`config.mk`:
```
export PLATFORM = sky130hd
export DESIGN_NAME = watchdog_unit
export DESIGN_NICKNAME = d
export VERILOG_FILES = /design/src/logic/wdt_pkg.sv /design/src/logic/watchdog_unit.sv /design/src/logic/wdt_prescaler.sv /design/src/logic/wdt_pulse.sv
export SDC_FILE = /design/constraint.sdc
export NUM_CORES = 1
export LEC_CHECK = 0
export ABC_CLOCK_PERIOD_IN_PS = 3500
export BUFFER_PORTS_ARGS = -buffer_cell sky130_fd_sc_hd__buf_4
export CORE_UTILIZATION = 52
export CTS_BUF_LIST = sky130_fd_sc_hd__clkbuf_4
export CTS_CLUSTER_DIAMETER = 200
export DETAILED_ROUTE_END_ITERATION = 10
export PLACE_DENSITY = 0.74
export SLEW_MARGIN = 0
export SYNTH_ARGS = -nofsm -noshare
export SYNTH_HDL_FRONTEND = slang
export SYNTH_SLANG_ARGS = --single-unit
```
`constraint.sdc`:
```
create_clock -name i_core_clk -period 3.5 [get_ports i_core_clk]
set_clock_uncertainty 0.15 [all_clocks]
set_input_delay 0.875 -clock i_core_clk [delete_from_list [all_inputs] [get_ports i_core_clk]]
set_output_delay 0.875 -clock i_core_clk [all_outputs]
set_load 0.02 [all_outputs]
```
`src/logic/wdt_pkg.sv`:
```
package wdt_pkg;

  // Register byte addresses on the APB slave
  localparam logic [11:0] ADDR_CTRL_STATUS  = 12'h000;  // timer_ctrl_status read, keyed write
  localparam logic [11:0] ADDR_COUNTER      = 12'h004;  // tick_counter read
  localparam logic [11:0] ADDR_RESET_CTRL   = 12'h008;  // reset_ctrl_status read, keyed write
  localparam logic [11:0] ADDR_SYS_CTRL     = 12'h00C;  // standby request, standby and refused status

  // Write keys in the upper byte of a 16-bit write
  localparam logic [7:0] KEY_COUNTER   = 8'h5A;
  localparam logic [7:0] KEY_CTRL      = 8'hA5;
  localparam logic [7:0] KEY_RST_FIELD = 8'h5A;
  localparam logic [7:0] KEY_RST_CLEAR = 8'hA5;

  // timer_ctrl_status field positions
  localparam int CTRL_OVF_BIT  = 7;
  localparam int CTRL_MODE_BIT = 6;
  localparam int CTRL_EN_BIT   = 5;
  localparam int CTRL_SEL_LSB  = 0;
  localparam int SEL_W         = 3;

  // reset_ctrl_status field positions
  localparam int RST_FLAG_BIT = 7;
  localparam int RST_ENBL_BIT = 6;
  localparam int RST_KIND_BIT = 5;

  // Reserved bits read as ones
  localparam logic [7:0] CTRL_RSVD_ONES = 8'h18;
  localparam logic [7:0] RST_RSVD_ONES  = 8'h1F;

  // sys_ctrl field positions
  localparam int SYS_STBY_REQ_BIT = 0;
  localparam int SYS_STBY_BIT     = 1;
  localparam int SYS_REFUSED_BIT  = 2;

  // Reset values
  localparam logic [7:0] CTRL_RESET    = 8'h00;
  localparam logic [7:0] COUNTER_RESET = 8'h00;

  // Divider select to prescaler tap (count tick when low tap bits all ones)
  localparam int PRESC_W = 13;
  localparam logic [3:0] TAP_DIV2    = 4'h1;
  localparam logic [3:0] TAP_DIV64   = 4'h6;
  localparam logic [3:0] TAP_DIV128  = 4'h7;
  localparam logic [3:0] TAP_DIV256  = 4'h8;
  localparam logic [3:0] TAP_DIV512  = 4'h9;
  localparam logic [3:0] TAP_DIV1024 = 4'hA;
  localparam logic [3:0] TAP_DIV4096 = 4'hC;
  localparam logic [3:0] TAP_DIV8192 = 4'hD;

  // Pulse timings at 200 MHz, one cycle per system clock
  localparam int         CLK_PERIOD_PS  = 5000;
  localparam int         OVF_PULSE_CYC  = 128;
  localparam int         RST_PULSE_CYC  = 512;
  // Start cycle is the first cycle of each pulse, so the stretcher adds one fewer
  localparam logic [9:0] OVF_PULSE_LAST = 10'(OVF_PULSE_CYC - 2);
  localparam logic [9:0] RST_PULSE_LAST = 10'(RST_PULSE_CYC - 2);

  typedef enum logic [2:0] {
    ST_RUN   = 3'h1,
    ST_STBY  = 3'h2,
    ST_WAKE  = 3'h4
  } pwr_state_e;

endpackage

```
`src/logic/watchdog_unit.sv`:
```
// Operation
// - Watchdog mode only when mode select and count enable are both one
// - Watchdog overflow drives the overflow output low for 128 cycles
// - With reset enable, overflow starts internal chip reset with the overflow output
// - Reset kind select picks power-on or manual internal reset
// - Internal chip reset lasts 512 cycles
// - External reset pin wins over overflow reset and clears the overflow flag
// - Watchdog reset leaves port, pin function and I/O registers untouched
// - Interval mode raises an interrupt on every counter overflow
// - Interval overflow flag sets in the same cycle as the interrupt
// - Standby refused while count enable is one
// - NMI in standby restarts counting at the pre-standby divider rate
// - Counter wrap during standby recovery releases clocks and ends standby
// - Watchdog overflow flag sets together with the overflow output
// - Counter write beats a coinciding increment
// - Without reset enable, overflow clears counter and timer control only
// - 16-bit keyed writes load the lower byte into counter or control
// - Counter held at zero while count enable is zero, except during standby wake-up
// - Divider select chooses one of eight rates from /2 to /8192
// - Key A5 with zero clears the overflow flag; key 5A loads reset fields
//
// Implementation choices: the APB register port and the register offsets.
`timescale 1ns/100ps
module watchdog_unit
  import wdt_pkg::*;
(
  // Clock and reset
  input  wire logic        i_core_clk,
  input  wire logic        i_rst_n,
  // APB slave
  input  wire logic        i_psel,
  input  wire logic        i_penable,
  input  wire logic        i_pwrite,
  input  wire logic [11:0] i_paddr,
  input  wire logic [31:0] i_pwdata,
  input  wire logic [3:0]  i_pstrb,
  output logic [31:0]      o_prdata,
  output logic             o_pready,
  output logic             o_pslverr,
  // Chip-level pins and events
  input  wire logic        i_external_reset_pin_n,
  input  wire logic        i_nmi,
  // Outputs to chip
  output logic             o_overflow_out_n,
  output logic             o_chip_reset,
  output logic             o_chip_reset_manual,
  output logic             o_interval_irq,
  output logic             o_clock_release,
  output logic             o_in_standby
);

  logic [7:0]   tick_counter_q;
  logic         ovf_flag_q;
  logic         mode_select_bit_q;
  logic         count_enable_bit_q;
  logic [2:0]   clock_divider_select_q;
  logic         wd_overflow_flag_q;
  logic         chip_reset_enable_q;
  logic         reset_kind_select_q;
  logic         standby_refused_q;
  pwr_state_e   pwr_q;
  logic [1:0]   pin_sync_q;
  logic [1:0]   nmi_sync_q;
  logic         pin_rst;
  logic         nmi_s;
  logic         tick;
  logic         run;
  logic         wrap;
  logic         wd_ovf;
  logic         it_ovf;
  logic         wake_done;
  logic         wr_en;
  logic         key_wr;
  logic         ovf_active;
  logic         rst_active;
  logic         rst_start;

  // Pins pass two flops before use
  always_ff @(posedge i_core_clk or negedge i_rst_n) begin
    if (!i_rst_n) begin
      pin_sync_q <= 2'h3;
      nmi_sync_q <= 2'h0;
    end else begin
      pin_sync_q <= {pin_sync_q[0], i_external_reset_pin_n};
      nmi_sync_q <= {nmi_sync_q[0], i_nmi};
    end
  end
  assign pin_rst = !pin_sync_q[1];
  assign nmi_s   = nmi_sync_q[1];

  // APB: zero wait states; keyed writes need both low byte lanes
  assign wr_en  = i_psel && i_penable && i_pwrite;
  assign key_wr = wr_en && (i_pstrb[1:0] == 2'h3);

  // Counter runs in normal operation or during standby wake-up
  assign run  = (pwr_q == ST_WAKE) || (count_enable_bit_q && (pwr_q == ST_RUN));
  assign wrap = tick && (tick_counter_q == 8'hFF);
  assign wd_ovf    = wrap && (pwr_q == ST_RUN) && mode_select_bit_q;
  assign it_ovf    = wrap && (pwr_q == ST_RUN) && !mode_select_bit_q;
  assign wake_done = wrap && (pwr_q == ST_WAKE);
  assign rst_start = wd_ovf && chip_reset_enable_q && !pin_rst;

  wdt_prescaler u_presc (
    .i_core_clk (i_core_clk),
    .i_rst_n    (i_rst_n),
    .i_run      (run),
    .i_sel      (clock_divider_select_q),
    .o_tick     (tick)
  );

  wdt_pulse u_ovf_pulse (
    .i_core_clk (i_core_clk),
    .i_rst_n    (i_rst_n),
    .i_start    (wd_ovf),
    .i_last     (OVF_PULSE_LAST),
    .o_active   (ovf_active)
  );

  wdt_pulse u_rst_pulse (
    .i_core_clk (i_core_clk),
    .i_rst_n    (i_rst_n),
    .i_start    (rst_start),
    .i_last     (RST_PULSE_LAST),
    .o_active   (rst_active)
  );

  // Tick counter
  always_ff @(posedge i_core_clk or negedge i_rst_n) begin
    if (!i_rst_n) begin
      tick_counter_q <= COUNTER_RESET;
    end else if (pin_rst) begin
      tick_counter_q <= COUNTER_RESET;
    end else if (wd_ovf && !chip_reset_enable_q) begin
      tick_counter_q <= COUNTER_RESET;
    end else if (key_wr && i_paddr == ADDR_CTRL_STATUS && i_pwdata[15:8] == KEY_COUNTER) begin
      tick_counter_q <= i_pwdata[7:0];
    end else if (!run) begin
      tick_counter_q <= COUNTER_RESET;
    end else if (tick) begin
      tick_counter_q <= tick_counter_q + 8'h01;
    end
  end

  // Timer control/status; overflow flag set wins over a clear
  always_ff @(posedge i_core_clk or negedge i_rst_n) begin
    if (!i_rst_n) begin
      ovf_flag_q             <= CTRL_RESET[CTRL_OVF_BIT];
      mode_select_bit_q      <= CTRL_RESET[CTRL_MODE_BIT];
      count_enable_bit_q     <= CTRL_RESET[CTRL_EN_BIT];
      clock_divider_select_q <= CTRL_RESET[SEL_W-1:0];
    end else if (pin_rst || (wd_ovf && !chip_reset_enable_q)) begin
      ovf_flag_q             <= 1'b0;
      mode_select_bit_q      <= 1'b0;
      count_enable_bit_q     <= 1'b0;
      clock_divider_select_q <= '0;
    end else begin
      if (key_wr && i_paddr == ADDR_CTRL_STATUS && i_pwdata[15:8] == KEY_CTRL) begin
        mode_select_bit_q      <= i_pwdata[CTRL_MODE_BIT];
        count_enable_bit_q     <= i_pwdata[CTRL_EN_BIT];
        clock_divider_select_q <= i_pwdata[CTRL_SEL_LSB +: SEL_W];
        if (!i_pwdata[CTRL_OVF_BIT]) begin
          ovf_flag_q <= 1'b0;
        end
      end
      if (it_ovf) begin
        ovf_flag_q <= 1'b1;
      end
    end
  end

  // Reset control/status; not touched by the watchdog's own chip reset
  always_ff @(posedge i_core_clk or negedge i_rst_n) begin
    if (!i_rst_n) begin
      wd_overflow_flag_q  <= 1'b0;
      chip_reset_enable_q <= 1'b0;
      reset_kind_select_q <= 1'b0;
    end else if (pin_rst || pwr_q != ST_RUN) begin
      wd_overflow_flag_q  <= 1'b0;
      chip_reset_enable_q <= 1'b0;
      reset_kind_select_q <= 1'b0;
    end else begin
      if (key_wr && i_paddr == ADDR_RESET_CTRL) begin
        if (i_pwdata[15:8] == KEY_RST_CLEAR && i_pwdata[7:0] == 8'h00) begin
          wd_overflow_flag_q <= 1'b0;
        end else if (i_pwdata[15:8] == KEY_RST_FIELD) begin
          chip_reset_enable_q <= i_pwdata[RST_ENBL_BIT];
          reset_kind_select_q <= i_pwdata[RST_KIND_BIT];
        end
      end
      if (wd_ovf) begin
        wd_overflow_flag_q <= 1'b1;
      end
    end
  end

  // Standby control; request refused while counting is enabled
  always_ff @(posedge i_core_clk or negedge i_rst_n) begin
    if (!i_rst_n) begin
      pwr_q             <= ST_RUN;
      standby_refused_q <= 1'b0;
    end else if (pin_rst) begin
      pwr_q             <= ST_RUN;
      standby_refused_q <= 1'b0;
    end else begin
      unique case (pwr_q)
        ST_RUN: begin
          if (wr_en && i_paddr == ADDR_SYS_CTRL && i_pwdata[SYS_STBY_REQ_BIT]) begin
            if (count_enable_bit_q) begin
              standby_refused_q <= 1'b1;
            end else begin
              standby_refused_q <= 1'b0;
              pwr_q             <= ST_STBY;
            end
          end
        end
        ST_STBY: begin
          if (nmi_s) begin
            pwr_q <= ST_WAKE;
          end
        end
        ST_WAKE: begin
          if (wake_done) begin
            pwr_q <= ST_RUN;
          end
        end
        default: pwr_q <= ST_RUN;
      endcase
    end
  end

  // Registered outputs
  always_ff @(posedge i_core_clk or negedge i_rst_n) begin
    if (!i_rst_n) begin
      o_overflow_out_n    <= 1'b1;
      o_chip_reset        <= 1'b0;
      o_chip_reset_manual <= 1'b0;
      o_interval_irq      <= 1'b0;
      o_clock_release     <= 1'b1;
      o_in_standby        <= 1'b0;
    end else begin
      o_overflow_out_n    <= !(wd_ovf || ovf_active);
      o_chip_reset        <= rst_start || rst_active;
      o_chip_reset_manual <= reset_kind_select_q;
      o_interval_irq      <= it_ovf;
      o_clock_release     <= (pwr_q == ST_RUN) || wake_done;
      o_in_standby        <= (pwr_q != ST_RUN) && !wake_done;
    end
  end

  // APB read path and response
  always_ff @(posedge i_core_clk or negedge i_rst_n) begin
    if (!i_rst_n) begin
      o_prdata  <= '0;
      o_pready  <= 1'b0;
      o_pslverr <= 1'b0;
    end else begin
      o_pready  <= i_psel && !i_penable;
      o_pslverr <= 1'b0;
      o_prdata  <= '0;
      if (i_psel && !i_penable) begin
        unique case (i_paddr)
          ADDR_CTRL_STATUS: o_prdata <= {24'h0, ovf_flag_q, mode_select_bit_q,
                                         count_enable_bit_q, 2'h3, clock_divider_select_q};
          ADDR_COUNTER:     o_prdata <= {24'h0, tick_counter_q};
          ADDR_RESET_CTRL:  o_prdata <= {24'h0, wd_overflow_flag_q, chip_reset_enable_q,
                                         reset_kind_select_q, RST_RSVD_ONES[4:0]};
          ADDR_SYS_CTRL:    o_prdata <= {29'h0, standby_refused_q,
                                         pwr_q != ST_RUN, 1'b0};
          default:          o_pslverr <= 1'b1;
        endcase
      end
    end
  end

endmodule

```
`src/logic/wdt_prescaler.sv`:
```
`timescale 1ns/100ps
module wdt_prescaler
  import wdt_pkg::*;
(
  // Clock and reset
  input  wire logic               i_core_clk,
  input  wire logic               i_rst_n,
  // Control
  input  wire logic               i_run,
  input  wire logic [SEL_W-1:0]   i_sel,
  // Tick
  output logic                    o_tick
);
  logic [PRESC_W-1:0] presc_q;
  logic [3:0]         tap;
  logic [PRESC_W-1:0] mask;

  // Prescaler resets while stopped so each start gives a full first period
  always_ff @(posedge i_core_clk or negedge i_rst_n) begin
    if (!i_rst_n) begin
      presc_q <= '0;
    end else if (!i_run) begin
      presc_q <= '0;
    end else begin
      presc_q <= presc_q + 1'b1;
    end
  end

  always_comb begin
    unique case (i_sel)
      3'h0: tap = TAP_DIV2;
      3'h1: tap = TAP_DIV64;
      3'h2: tap = TAP_DIV128;
      3'h3: tap = TAP_DIV256;
      3'h4: tap = TAP_DIV512;
      3'h5: tap = TAP_DIV1024;
      3'h6: tap = TAP_DIV4096;
      3'h7: tap = TAP_DIV8192;
    endcase
    mask = PRESC_W'((14'h0001 << tap) - 14'h0001);
  end

  always_ff @(posedge i_core_clk or negedge i_rst_n) begin
    if (!i_rst_n) begin
      o_tick <= 1'b0;
    end else begin
      o_tick <= i_run && ((presc_q & mask) == mask);
    end
  end
endmodule

```
`src/logic/wdt_pulse.sv`:
```
`timescale 1ns/100ps
module wdt_pulse
  import wdt_pkg::*;
(
  // Clock and reset
  input  wire logic       i_core_clk,
  input  wire logic       i_rst_n,
  // Control
  input  wire logic       i_start,
  input  wire logic [9:0] i_last,
  // Pulse
  output logic            o_active
);
  logic [9:0] cnt_q;

  // Active from the cycle after i_start for i_last+1 cycles
  always_ff @(posedge i_core_clk or negedge i_rst_n) begin
    if (!i_rst_n) begin
      o_active <= 1'b0;
      cnt_q    <= '0;
    end else if (i_start && !o_active) begin
      o_active <= 1'b1;
      cnt_q    <= '0;
    end else if (o_active) begin
      cnt_q <= cnt_q + 1'b1;
      if (cnt_q == i_last) begin
        o_active <= 1'b0;
      end
    end
  end
endmodule

```
* Word level (Yosys, flattened, before mapping)
Memories as Yosys holds them, arrays and structs flattened. Cells that the tools add are included.
Storage, ports and cells: flip-flop bits (word level) 101, memory bits (read-only) 32, input bits 55, output and inout port bits 40, word-level logic and storage cells 164, memories kept 1
Memory list:
- (name not given) | words 8, width 4, read ports 1, clocked after Yosys merged registers in 0, write ports 0, RTL line wdt_prescaler.sv:30 | unique case (i_sel)
Operators by class: add/sub/neg operators 5, equality and inequality tests 23, shift-type cells 1, muxes and demuxes 52, bitwise operators 1, reductions and logical operators 54
Operator list (number):
- 10-bit two-way mux | 4
- 8-bit two-way mux | 5
- 1-bit two-way mux | 32
- 32-bit two-way mux | 1
- 8-bit case mux with 4 select lines | 1
- 12-bit by 4-bit == test with 1-bit output, second input constant | 2
- 1-bit logical AND | 24
- 3-bit two-way mux | 7
- 10-bit by 1-bit adder with 10-bit output, second input constant | 2
- 8-bit == test, second input constant | 2
- 13-bit by 1-bit adder with 13-bit output, second input constant | 1
- 13-bit bitwise AND | 1
- 13-bit == test | 1
- 13-bit two-way mux | 1
- 1-bit by 4-bit << shifter with 13-bit output, first input constant | 1
- 13-bit by 1-bit subtractor with 13-bit output, second input constant | 1
- 12-bit by 3-bit == test with 1-bit output, second input constant | 1
- 12-bit zero test | 1
- 3-bit != test, second input constant | 4
- 10-bit by 7-bit == test with 1-bit output, second input constant | 1
- 10-bit by 9-bit == test with 1-bit output, second input constant | 1
- 2-bit nonzero test | 5
- 3-bit case mux with 3 select lines | 1
- 3-bit nonzero test | 3
- 17 further kinds | 33

* Logic depth before layout (Yosys ltp)
Gate-level depths: netlist (run 1).
depth in word-level cells 8, mapped depth 10, gate-level depth less buffers 10

* Modules after synthesis
From an unflattened synthesis (run 1), not the netlist that was laid out.
Unflattened totals: cells, all modules 445, area total of the unflattened synthesis 4430.5 um^2
Modules (own cells, without submodules):
- watchdog_unit | instances 1, cells each 225, area an instance 2235.9 um^2, sequential area each 1032.2 um^2
- wdt_pulse | instances 2, cells each 61, area an instance 655.6 um^2, sequential area each 275.3 um^2
- wdt_prescaler | instances 1, cells each 98, area an instance 883.3 um^2, sequential area each 350.3 um^2

* Least setup slack after synthesis (run 1)
No wires, ideal clock.
path kind input -> register, start input port i_paddr[7], end register tick_counter_q[0], arrival time 2.558 ns, setup slack 0.658 ns, cell stages on the path 7, path buffers 1, cells stage by stage or4_4 nor4_4 nor4b_4 buf_4 nor3_1 a21oi_1 nor2_1
Between the ends: cells in the longest elaborated chain, start to end 6, elaborated cells on any way between the ends 7
Ends and longest elaborated chain:
- start: declaration | RTL line watchdog_unit.sv:34 | input wire logic [11:0] i_paddr,
- 12-bit zero test (*) | RTL line watchdog_unit.sv:135 | end else if (key_wr && i_paddr == ADDR_CTRL_STATUS && i_pwdata[15:8] == KEY_COUNTER) begin
- 1-bit logical AND (*) (2 in series) | RTL line watchdog_unit.sv:135
- 8-bit two-way mux | RTL line watchdog_unit.sv:135
- 8-bit two-way mux | RTL line watchdog_unit.sv:133 | end else if (wd_ovf && !chip_reset_enable_q) begin
- 8-bit two-way mux | RTL line watchdog_unit.sv:131 | end else if (pin_rst) begin
- end signal: assignment | RTL line watchdog_unit.sv:136 | tick_counter_q <= i_pwdata[7:0];
- end signal: assignment | RTL line watchdog_unit.sv:140 | tick_counter_q <= tick_counter_q + 8'h01;
- end: declaration | RTL line watchdog_unit.sv:52 | logic [7:0] tick_counter_q;
Mark *: on every way between the ends. The rest lies on a longest branch, timed or not. A chain may end at the register's enable or synchronous reset.

* Final worst setup path (run 1)
start register clock_divider_select_q[0], end register u_presc.o_tick
Between the ends: cells in the longest elaborated chain, start to end 6
Ends and longest elaborated chain:
- start: declaration | RTL line watchdog_unit.sv:56 | logic [2:0] clock_divider_select_q;
- start signal: assignment | RTL line watchdog_unit.sv:150 | clock_divider_select_q <= CTRL_RESET[SEL_W-1:0];
- start signal: assignment | RTL line watchdog_unit.sv:160 | clock_divider_select_q <= i_pwdata[CTRL_SEL_LSB +: SEL_W];
- memory read 8 x 4 bit (*)
- 1-bit by 4-bit << shifter with 13-bit output (*) | RTL line wdt_prescaler.sv:40 | mask = PRESC_W'((14'h0001 << tap) - 14'h0001);
- 13-bit by 1-bit subtractor with 13-bit output (*) | RTL line wdt_prescaler.sv:40
- 13-bit bitwise AND | RTL line wdt_prescaler.sv:47 | o_tick <= i_run && ((presc_q & mask) == mask);
- 13-bit == test (*) | RTL line wdt_prescaler.sv:47
- 1-bit logical AND (*) | RTL line wdt_prescaler.sv:47
- end signal: assignment | RTL line wdt_prescaler.sv:47
- end: declaration | RTL line wdt_prescaler.sv:12 | output logic o_tick
Marks and branches as above.

==> results of run 1 <==
## logic make-up after synthesis
logic type	count (synthesis)	share of synthesized area, %
muxes	14	3.36
DFF	77	46.0
AOI/OAI and AO/OA	91	13.3
xor gates and xnor gates	17	3.54
other	1	0.0892
adders and majority gates	10	2.98
buffers and inverters	51	6.96
and+or+nand+nor	182	23.8
## worst max path at each step
stage	slack, ns	depth (start not counted)	end
3_5_place_dp	0.35	7	tick_counter_q[2]
2_1_floorplan	0.66	7	tick_counter_q[0]
4_1_cts	0.66	10	u_presc.o_tick
5_1_grt	0.41	10	u_presc.o_tick
6_report	0.61	10	u_presc.o_tick
3_3_place_gp	0.43	8	tick_counter_q[3]
## worst max-delay path: stages (launching register included)
cell     delay [ns]
dfrtp_1        0.54
inv_1          0.16
ha_1           0.44
inv_1          0.25
nand3_1        0.11
ha_1           0.26
o311a_1        0.12
and3_1         0.23
mux2i_1        0.13
o21a_1         0.20
o211a_1        0.20
## routing by layer
metal | wire length (µm) | track usage, % | vias up
met1 | 3920 | 29.8 | 1642
li1 | - | - | 1640
met4 | 203 | 10.8 | 0
met3 | 584 | 4.31 | 14
met2 | 4070 | 35.6 | 145
met5 | 0 | 0 | -
## cells in the mapped netlist, drive strengths merged, types with 6 or more instances
cell,n,share of area (%)
xnor2,6,1.2
nand2b,9,1.3
xor2,11,2.3
nor2b,6,0.89
buf,26,4.7
a21oi,24,2.9
nor2,48,4.3
o21ai,32,3.8
nand2,23,2.1
ha,10,3.0
nor3,16,2.1
dfrtp,72,43
mux2i,13,3.1
clkbuf,12,1.1
nand3,24,2.9
and3,12,1.8
nand4,13,1.9
inv,13,1.2
## stage by stage
step | instances | hold slack [ns] | util (%)
3_3_place_gp | 585 | 0.182 | 59.1
6_report | 601 | 0.213 | 61.2
5_1_grt | 601 | 0.215 | 61.2
3_5_place_dp | 585 | 0.195 | 59.1
4_1_cts | 601 | 0.212 | 61.2
2_1_floorplan | 466 | 0.181 | -
## cell type report
type	count	area, µm²	share of cell area [%]
multi-input cells	338	2070	43.5
flip-flops and latches	77	1930	40.7
repair buffers	55	413	8.69
well taps	102	128	2.68
clock inverters	7	97.6	2.05
clock buffers	9	67.6	1.42
inverters	13	48.8	1.03
## power groups by stage
stage          registers (W)  clock network (W)  logic [W]
2_1_floorplan       0.000914                  0  0.0000583
3_3_place_gp        0.000913                  0  0.0000989
3_5_place_dp        0.000913                  0   0.000101
4_1_cts             0.000896           0.000628   0.000101
5_1_grt             0.000897           0.000669   0.000109
6_report            0.000896           0.000613  0.0000997
## flip-flops by register name, indices dropped and copies added (netlist names), 2 cells and up
signal                  count
clock_divider_select_q      3
nmi_sync_q                  2
o_prdata                    8
pin_sync_q                  2
pwr_q                       3
tick_counter_q              8
u_ovf_pulse.cnt_q          10
u_presc.presc_q            13
u_rst_pulse.cnt_q          10
==> run metrics, run 1 <==
Routed Antenna Nets 0; crit path max fanout 9; pwr/cell area 338 nW/µm²; DRC viols 0; hold path endpoint pin_sync_q[1]; Synth cell types 60; Startpoint Class flip-flop; DR vias/cell 5.73; CP Capture Type flip-flop; WL final 8780 µm; RSZ-0062 raised after global routing no; Leak 2.12 nW; io pins 95; Pwr Total 0.00161 W; postcts setup bufs 0; FF-to-FF path depth 10; worst r2r dst u_presc.o_tick; Rows 32; fmax 346 MHz; Syn Inst Count 443; synthesized flop and latch total 77; DIE HEIGHT 91.9 µm; Arr. time, crit path 3.08 ns; Final TNS setup 0 ns; CTS Buf Count 9; initial antenna violation count 0; commonest non-fill, non-tap cell in the layout dfrtp_1; DR iter-0 viols 198; Clock transition at path regs 0.13 ns; status finished clean; switching share of total power 24.1%; die area 8450 µm²; Clock Power Share 38.1%; CTS tree built; Clk Latency, worst-skew pair 0.43 ns; syn_area_per_cell 9.49 µm²; commonest non-fill, non-tap cells in the layout dfrtp_1, buf_4, nor2_1; initial core utilization 54.1%; Final Critical Period 2.89 ns; # hold bufs at CTS 0; Worst Tran Pin Value 0.939 ns; crit path launch clock_divider_select_q[0]; placed cell area 4590 µm²; DP Worst Slack 0.354 ns; fin crit share 82.6%; number of flops mapped to enable cells by yosys 0; DPL Wire Length 6240 µm; All-Layer GR Usage 22.5%; synthesized area 4210 µm²; Post-CTS Resized 0; area grow syn2layout 13.0%; Root Buffer clkbuf_4; Hold Vio Cnt, Final 0; largest net degree at the start of global routing 78; ys flop type dfrtp_1; number of max-cap violations 0; DIE WIDTH 91.9 µm; htree depth 3; Min-Delay Path Class reg -> reg; min-delay src pin_sync_q[0]; sequential power share 55.7%; GPL Wtd Cong 0.871; Required @ worst endpoint 3.69 ns; P_sw 0.000388 W; Port-buffer cells 52; clock sinks 77; core area 7770 µm²; Hold Path Depth 0; Syn. warnings 0; Pint 0.00122 W; first-pass GRT wire length 15200 µm; combinational share of power 6.2%; Final Slew Violations 0; final net count 559; final setup vio count 0; ys async rst share 100%; routed via count 3441; number of filler cells placed in the layout 648; grt total ovfl 0; peak supply drop 0.000153 V; layout cell share with drive strength beyond 1 17.4%; Crit Path Class reg -> reg; Worst slew margin 37.4%; reg-to-reg startpoint clock_divider_select_q[0]; Initial DRT Pass Iterations 4; CTS Buffer Depth 2; finished layout cell area 4750 µm²; vias in the first global route 3235; register area share after synthesis 46.0%; Avg WL per Cell 14.6 µm; flop2flop setup slack 0.61 ns; ANT cells 0; PnR worst setup slack 0.610 ns
Power figures use the tool's default switching activity.
==> inputs of run 2 (changes only) <==
--- a/config.mk
+++ b/config.mk
@@ -5,13 +5,13 @@
 export SDC_FILE = /design/constraint.sdc
 export NUM_CORES = 1
 export LEC_CHECK = 0
-export ABC_CLOCK_PERIOD_IN_PS = 3500
+export ABC_CLOCK_PERIOD_IN_PS = 2400
 export BUFFER_PORTS_ARGS = -buffer_cell sky130_fd_sc_hd__buf_4
-export CORE_UTILIZATION = 52
+export CORE_UTILIZATION = 51
 export CTS_BUF_LIST = sky130_fd_sc_hd__clkbuf_4
 export CTS_CLUSTER_DIAMETER = 200
 export DETAILED_ROUTE_END_ITERATION = 10
-export PLACE_DENSITY = 0.74
+export PLACE_DENSITY = 0.76
 export SLEW_MARGIN = 0
 export SYNTH_ARGS = -nofsm -noshare
 export SYNTH_HDL_FRONTEND = slang
==> constraint.sdc (replaced) <==
create_clock -name i_core_clk -period 2.4 [get_ports i_core_clk]
set_clock_uncertainty 0.15 [all_clocks]
set_input_delay 0.6 -clock i_core_clk [delete_from_list [all_inputs] [get_ports i_core_clk]]
set_output_delay 0.6 -clock i_core_clk [all_outputs]
set_load 0.02 [all_outputs]
==> run 2 against run 1 <==
  * Final area rose by 5.6%
  * Sequential cell count did not move
  * Sequential power rose by 46%
  * Worst setup slack got worse by 0.56 ns
  * Final cell count rose by 4.0%
  * Via count rose by 2.4%
==> run metrics, run 2 (synthesis gave the netlist of run 1 again) <==
status finished clean; peak supply drop 0.000229 V; CTS Buffer Depth 2; cells along the critical path ha_1, buf_4, o21ai_0, o311a_1, and3_1, mux2i_1, o21a_1, o211a_1; routed via count 3522; grt total ovfl 0; DPL Wire Length 6800 µm; Initial DRT Pass Iterations 5; pwr/cell area 476 nW/µm²; DIE WIDTH 92.8 µm; largest net degree at the start of global routing 43; core area 7850 µm²; Pwr Total 0.00239 W; number of filler cells placed in the layout 663; first-pass GRT wire length 15900 µm; Root Buffer clkbuf_4; Clk Latency, worst-skew pair 0.44 ns; commonest non-fill, non-tap cell in the layout buf_4; Final Critical Period 2.35 ns; crit path max fanout 7; sequential power share 54.7%; P_sw 0.000585 W; Hold Vio Cnt, Final 0; ANT cells 0; switching share of total power 24.5%; fin crit share 97.9%; Clock transition at path regs 0.14 ns; number of max-cap violations 0; final setup vio count 0; Worst path slowest cell dfrtp_1; initial core utilization 53.6%; flop2flop setup slack 0.05 ns; layout cell share with drive strength beyond 1 22.6%; crit-path leading delay family compound AO/OA/AOI/OAI gates; Avg WL per Cell 15.4 µm; clock sinks 77; WL final 9610 µm; placed cell area 4780 µm²; Clock Power Share 38.8%; DR WL met3 570 µm; Leak 2.25 nW; top routing layer in use met4; All-Layer GR Usage 23.3%; DRC viols 0; met2 wire len 4780 µm; Min-Delay Path Class in -> reg; Startpoint Class flip-flop; CP max stage delay 0.44 ns; Rows 32; final net count 583; Routed Antenna Nets 0; CP Capture Type flip-flop; GPL Wtd Cong 0.853; Required @ worst endpoint 2.57 ns; area grow syn2layout 19.4%; DR vias/cell 5.64; Port-buffer cells 52; combinational share of power 6.5%; DIE HEIGHT 92.8 µm; DR iter-0 viols 166; commonest non-fill, non-tap cells in the layout buf_4, dfrtp_1, nor2_1; htree depth 3; fmax 426 MHz; CTS Buf Count 9; Regs by FF count u_presc.presc_q x13, u_ovf_pulse.cnt_q x10, u_rst_pulse.cnt_q x10; Most flops, register u_presc.presc_q; CTS tree built; Crit Path Class reg -> reg; Pint 0.00180 W; max reg flops 13; Final Slew Violations 0; die area 8610 µm²; Arr. time, crit path 2.52 ns; Worst Path Buf+Inv 1; metal1 wirelength 4130 µm; finished layout cell area 5020 µm²; io pins 95; vias in the first global route 3388; initial antenna violation count 0
run 2: metrics by stage:
stage	instances	worst slack [ns]	TNS (ns)	utilization [%]	hold slack [ns]
5_1_grt	625	-0.0215	-0.0215	64.0	0.0963
6_report	625	0.0502	0	64.0	0.112
3_5_place_dp	608	-0.269	-3.46	60.9	0.193
4_1_cts	625	0.0197	0	63.2	0.0991
2_1_floorplan	466	-0.167	-1.09	-	0.154
3_3_place_gp	608	-0.241	-3.32	60.9	0.183
run 2: worst paths after layout:
check,to,from,cells past startpoint
worst max-delay path,u_presc.o_tick,clock_divider_select_q[0],8
worst min-delay path,nmi_sync_q[0],i_nmi,1
worst max register to register,u_presc.o_tick,clock_divider_select_q[0],8
worst min register to register,pin_sync_q[1],pin_sync_q[0],0
max in group asynchronous,pin_sync_q[1],i_rst_n,3
min in group asynchronous,tick_counter_q[2],i_rst_n,2
run 2: cell type report:
class                      instances  area (µm²)  area share [%]
timing repair buffer              79         608            12.1
inverter                          13        48.8           0.972
clock buffer                      10        75.1            1.50
tap                              102         128            2.54
multi-input combinational        338        2130            42.5
clock inverter                     6        96.3            1.92
sequential                        77        1930            38.5
run 2: power groups by stage:
stage	clock network [W]	registers, W	logic (W)
floorplan	0	0.00133	0.0000850
global placement	0	0.00133	0.000152
detailed placement	0	0.00133	0.000154
CTS	0.000945	0.00131	0.000155
global route	0.000989	0.00131	0.000169
finish	0.000928	0.00131	0.000155
run 2: metal layers:
metal | global-route usage (%) | up-vias
li1 | - | 1700
met1 | 30.8 | 1698
met2 | 38.4 | 110
met3 | 3.61 | 14
met4 | 9.10 | 0
met5 | 0 | -
run 2: worst reg2reg max path, stage by stage, from the launching register on:
cell	delay, ns
dfrtp_1	0.44
ha_1	0.26
buf_4	0.18
o21ai_0	0.28
o311a_1	0.23
and3_1	0.24
mux2i_1	0.09
o21a_1	0.17
o211a_1	0.21
run 2: what timing repair did:
item                       in CTS  in global routing
hold buffers                    1                  0
setup endpoints to repair       0                  2
hold endpoints to repair       35                  0
gates resized for setup         0                 10
buffers inserted                0                  0
==> inputs of run 3 (changes only) <==
--- a/config.mk
+++ b/config.mk
@@ -5,13 +5,13 @@
 export SDC_FILE = /design/constraint.sdc
 export NUM_CORES = 1
 export LEC_CHECK = 0
-export ABC_CLOCK_PERIOD_IN_PS = 2400
+export ABC_CLOCK_PERIOD_IN_PS = 2200
 export BUFFER_PORTS_ARGS = -buffer_cell sky130_fd_sc_hd__buf_4
-export CORE_UTILIZATION = 51
+export CORE_UTILIZATION = 52
 export CTS_BUF_LIST = sky130_fd_sc_hd__clkbuf_4
 export CTS_CLUSTER_DIAMETER = 200
 export DETAILED_ROUTE_END_ITERATION = 10
-export PLACE_DENSITY = 0.76
+export PLACE_DENSITY = 0.74
 export SLEW_MARGIN = 0
 export SYNTH_ARGS = -nofsm -noshare
 export SYNTH_HDL_FRONTEND = slang
==> constraint.sdc (replaced) <==
create_clock -name i_core_clk -period 2.2 [get_ports i_core_clk]
set_clock_uncertainty 0.15 [all_clocks]
set_input_delay 0.55 -clock i_core_clk [delete_from_list [all_inputs] [get_ports i_core_clk]]
set_output_delay 0.55 -clock i_core_clk [all_outputs]
set_load 0.02 [all_outputs]
==> run 3 against run 2 <==
  * The flow now finishes with violations (setup timing)
  * Via count is 0.80% higher
  * Worst setup slack got worse by 0.060 ns
  * Routed wire length decreased by 4.1%
  * Final area increased by 3.1%
  * Utilization rose by 2.6 points
==> run metrics, run 3 (synthesis gave the netlist of run 1 again) <==
Required @ worst endpoint 2.38 ns; io pins 95; Hold Vio Cnt, Final 0; Routed Antenna Nets 0; area grow syn2layout 23.1%; DR vias/cell 5.53; CTS tree built; Arr. time, crit path 2.39 ns; Worst Path Buf+Inv 1; Min-Delay Path Class in -> reg; vias in the first global route 3352; PnR worst setup slack -0.0102 ns; first-pass GRT wire length 15600 µm; finished layout cell area 5170 µm²; Core Util, Final 66.6%; final setup vio count 1; htree depth 3; clock sinks 77; CTS Buf Count 9; final net count 600; largest net degree at the start of global routing 39; number of max-cap violations 0; CP max stage delay 0.47 ns; crit-path leading delay family simple AND/OR/NAND/NOR gates; crit path max fanout 6; status finished, violations left; fin crit share 100%; Final Slew Violations 0; CP Capture Type flip-flop; Rows 32; Regs by FF count u_presc.presc_q x13, u_ovf_pulse.cnt_q x10, u_rst_pulse.cnt_q x10; Worst path slowest cell dfrtp_2; routed via count 3550; Clk Latency, worst-skew pair 0.44 ns; Port-buffer cells 52; GPL Wtd Cong 0.861; DPL Wire Length 6770 µm; Crit Path Class reg -> reg; grt total ovfl 0; max reg flops 13; DIE HEIGHT 91.9 µm; RSZ-0062 raised after global routing yes; peak supply drop 0.000269 V; number of filler cells placed in the layout 675; fmax 452 MHz; All-Layer GR Usage 23.2%; DRC viols 0; DIE WIDTH 91.9 µm; die area 8450 µm²; Final Critical Period 2.21 ns; Leak 2.33 nW; layout cell share with drive strength beyond 1 26.3%; core area 7770 µm²; Clock transition at path regs 0.15 ns; placed cell area 4870 µm²; commonest non-fill, non-tap cell in the layout buf_4; CTS Buffer Depth 2; pwr/cell area 488 nW/µm²; failing checks setup timing; commonest non-fill, non-tap cells in the layout buf_4, dfrtp_1, nor2_1; Most flops, register u_presc.presc_q; initial core utilization 54.1%; DR iter-0 viols 273; Root Buffer clkbuf_4; initial antenna violation count 0; ANT cells 0; WL final 9210 µm; cells along the critical path buf_4, ha_4, nor4bb_4, a41oi_2, and3_4, mux2i_1, o21a_1, o211a_1; Startpoint Class flip-flop; Initial DRT Pass Iterations 5; Final TNS setup -0.0102 ns; Avg WL per Cell 14.4 µm
==> run 3: layout make-up <==
| class | count | area, µm² | area share (%) |
|---|---|---|---|
| Sequential cell | 77 | 1930 | 37.4 |
| Clock inverter | 7 | 86.3 | 1.67 |
| Inverter | 13 | 51.3 | 0.991 |
| Multi-Input combinational cell | 338 | 2160 | 41.8 |
| Timing Repair Buffer | 96 | 746 | 14.4 |
| Tap cell | 102 | 128 | 2.47 |
| Clock buffer | 9 | 67.6 | 1.31 |
==> run 3: final timing paths <==
check / startpoint / slack (ns) / to / cells past startpoint
min in group asynchronous: i_rst_n / 0.39 / o_in_standby / 2
max in group asynchronous: i_rst_n / 0.91 / pin_sync_q[1] / 3
setup reg to reg: clock_divider_select_q[0] / -0.01 / u_presc.o_tick / 8
setup / recovery: clock_divider_select_q[0] / -0.01 / u_presc.o_tick / 8
hold / removal: i_nmi / 0.05 / nmi_sync_q[0] / 1
hold reg to reg: pin_sync_q[0] / 0.22 / pin_sync_q[1] / 0
==> run 3: what timing repair did <==
| item | in CTS | in global routing |
|---|---|---|
| endpoints found under the setup margin | 1 | 4 |
| pin swaps | 1 | 7 |
| endpoints found under the hold margin | 19 | 1 |
| hold buffers | 1 | 1 |
| gates resized for setup | 6 | 8 |
| setup buffers | 6 | 2 |
==> run 3: power by group <==
group	internal (W)	total, W	switching [W]
sequential	0.00142	0.00143	0.00000319
combinational	0.0000628	0.000167	0.000105
clock	0.000374	0.000934	0.000560
==> run 3: metrics by stage <==
stage / setup WS (ns) / hold slack [ns] / power, W / std cells
after detailed placement: -0.388 / 0.198 / 0.00162 / 616
after floorplan: -0.315 / 0.104 / 0.00155 / 466
after global placement: -0.358 / 0.183 / 0.00161 / 616
after global routing: -0.0837 / 0.00885 / 0.00265 / 642
final: -0.0102 / 0.0486 / 0.00253 / 642
after CTS: 0.00941 / 0.0168 / 0.00256 / 639
==> run 3: per-layer routing <==
layer  vias up  wire (µm)  part of all wire, %  global-route usage [%]
li1       1738          -                    -                       -
met1      1701       4230                   46                    31.7
met2       100       4410                   48                    37.9
met3        11        473                  5.1                    4.15
met4         0         99                  1.1                    7.03
met5         -          0                    0                       0
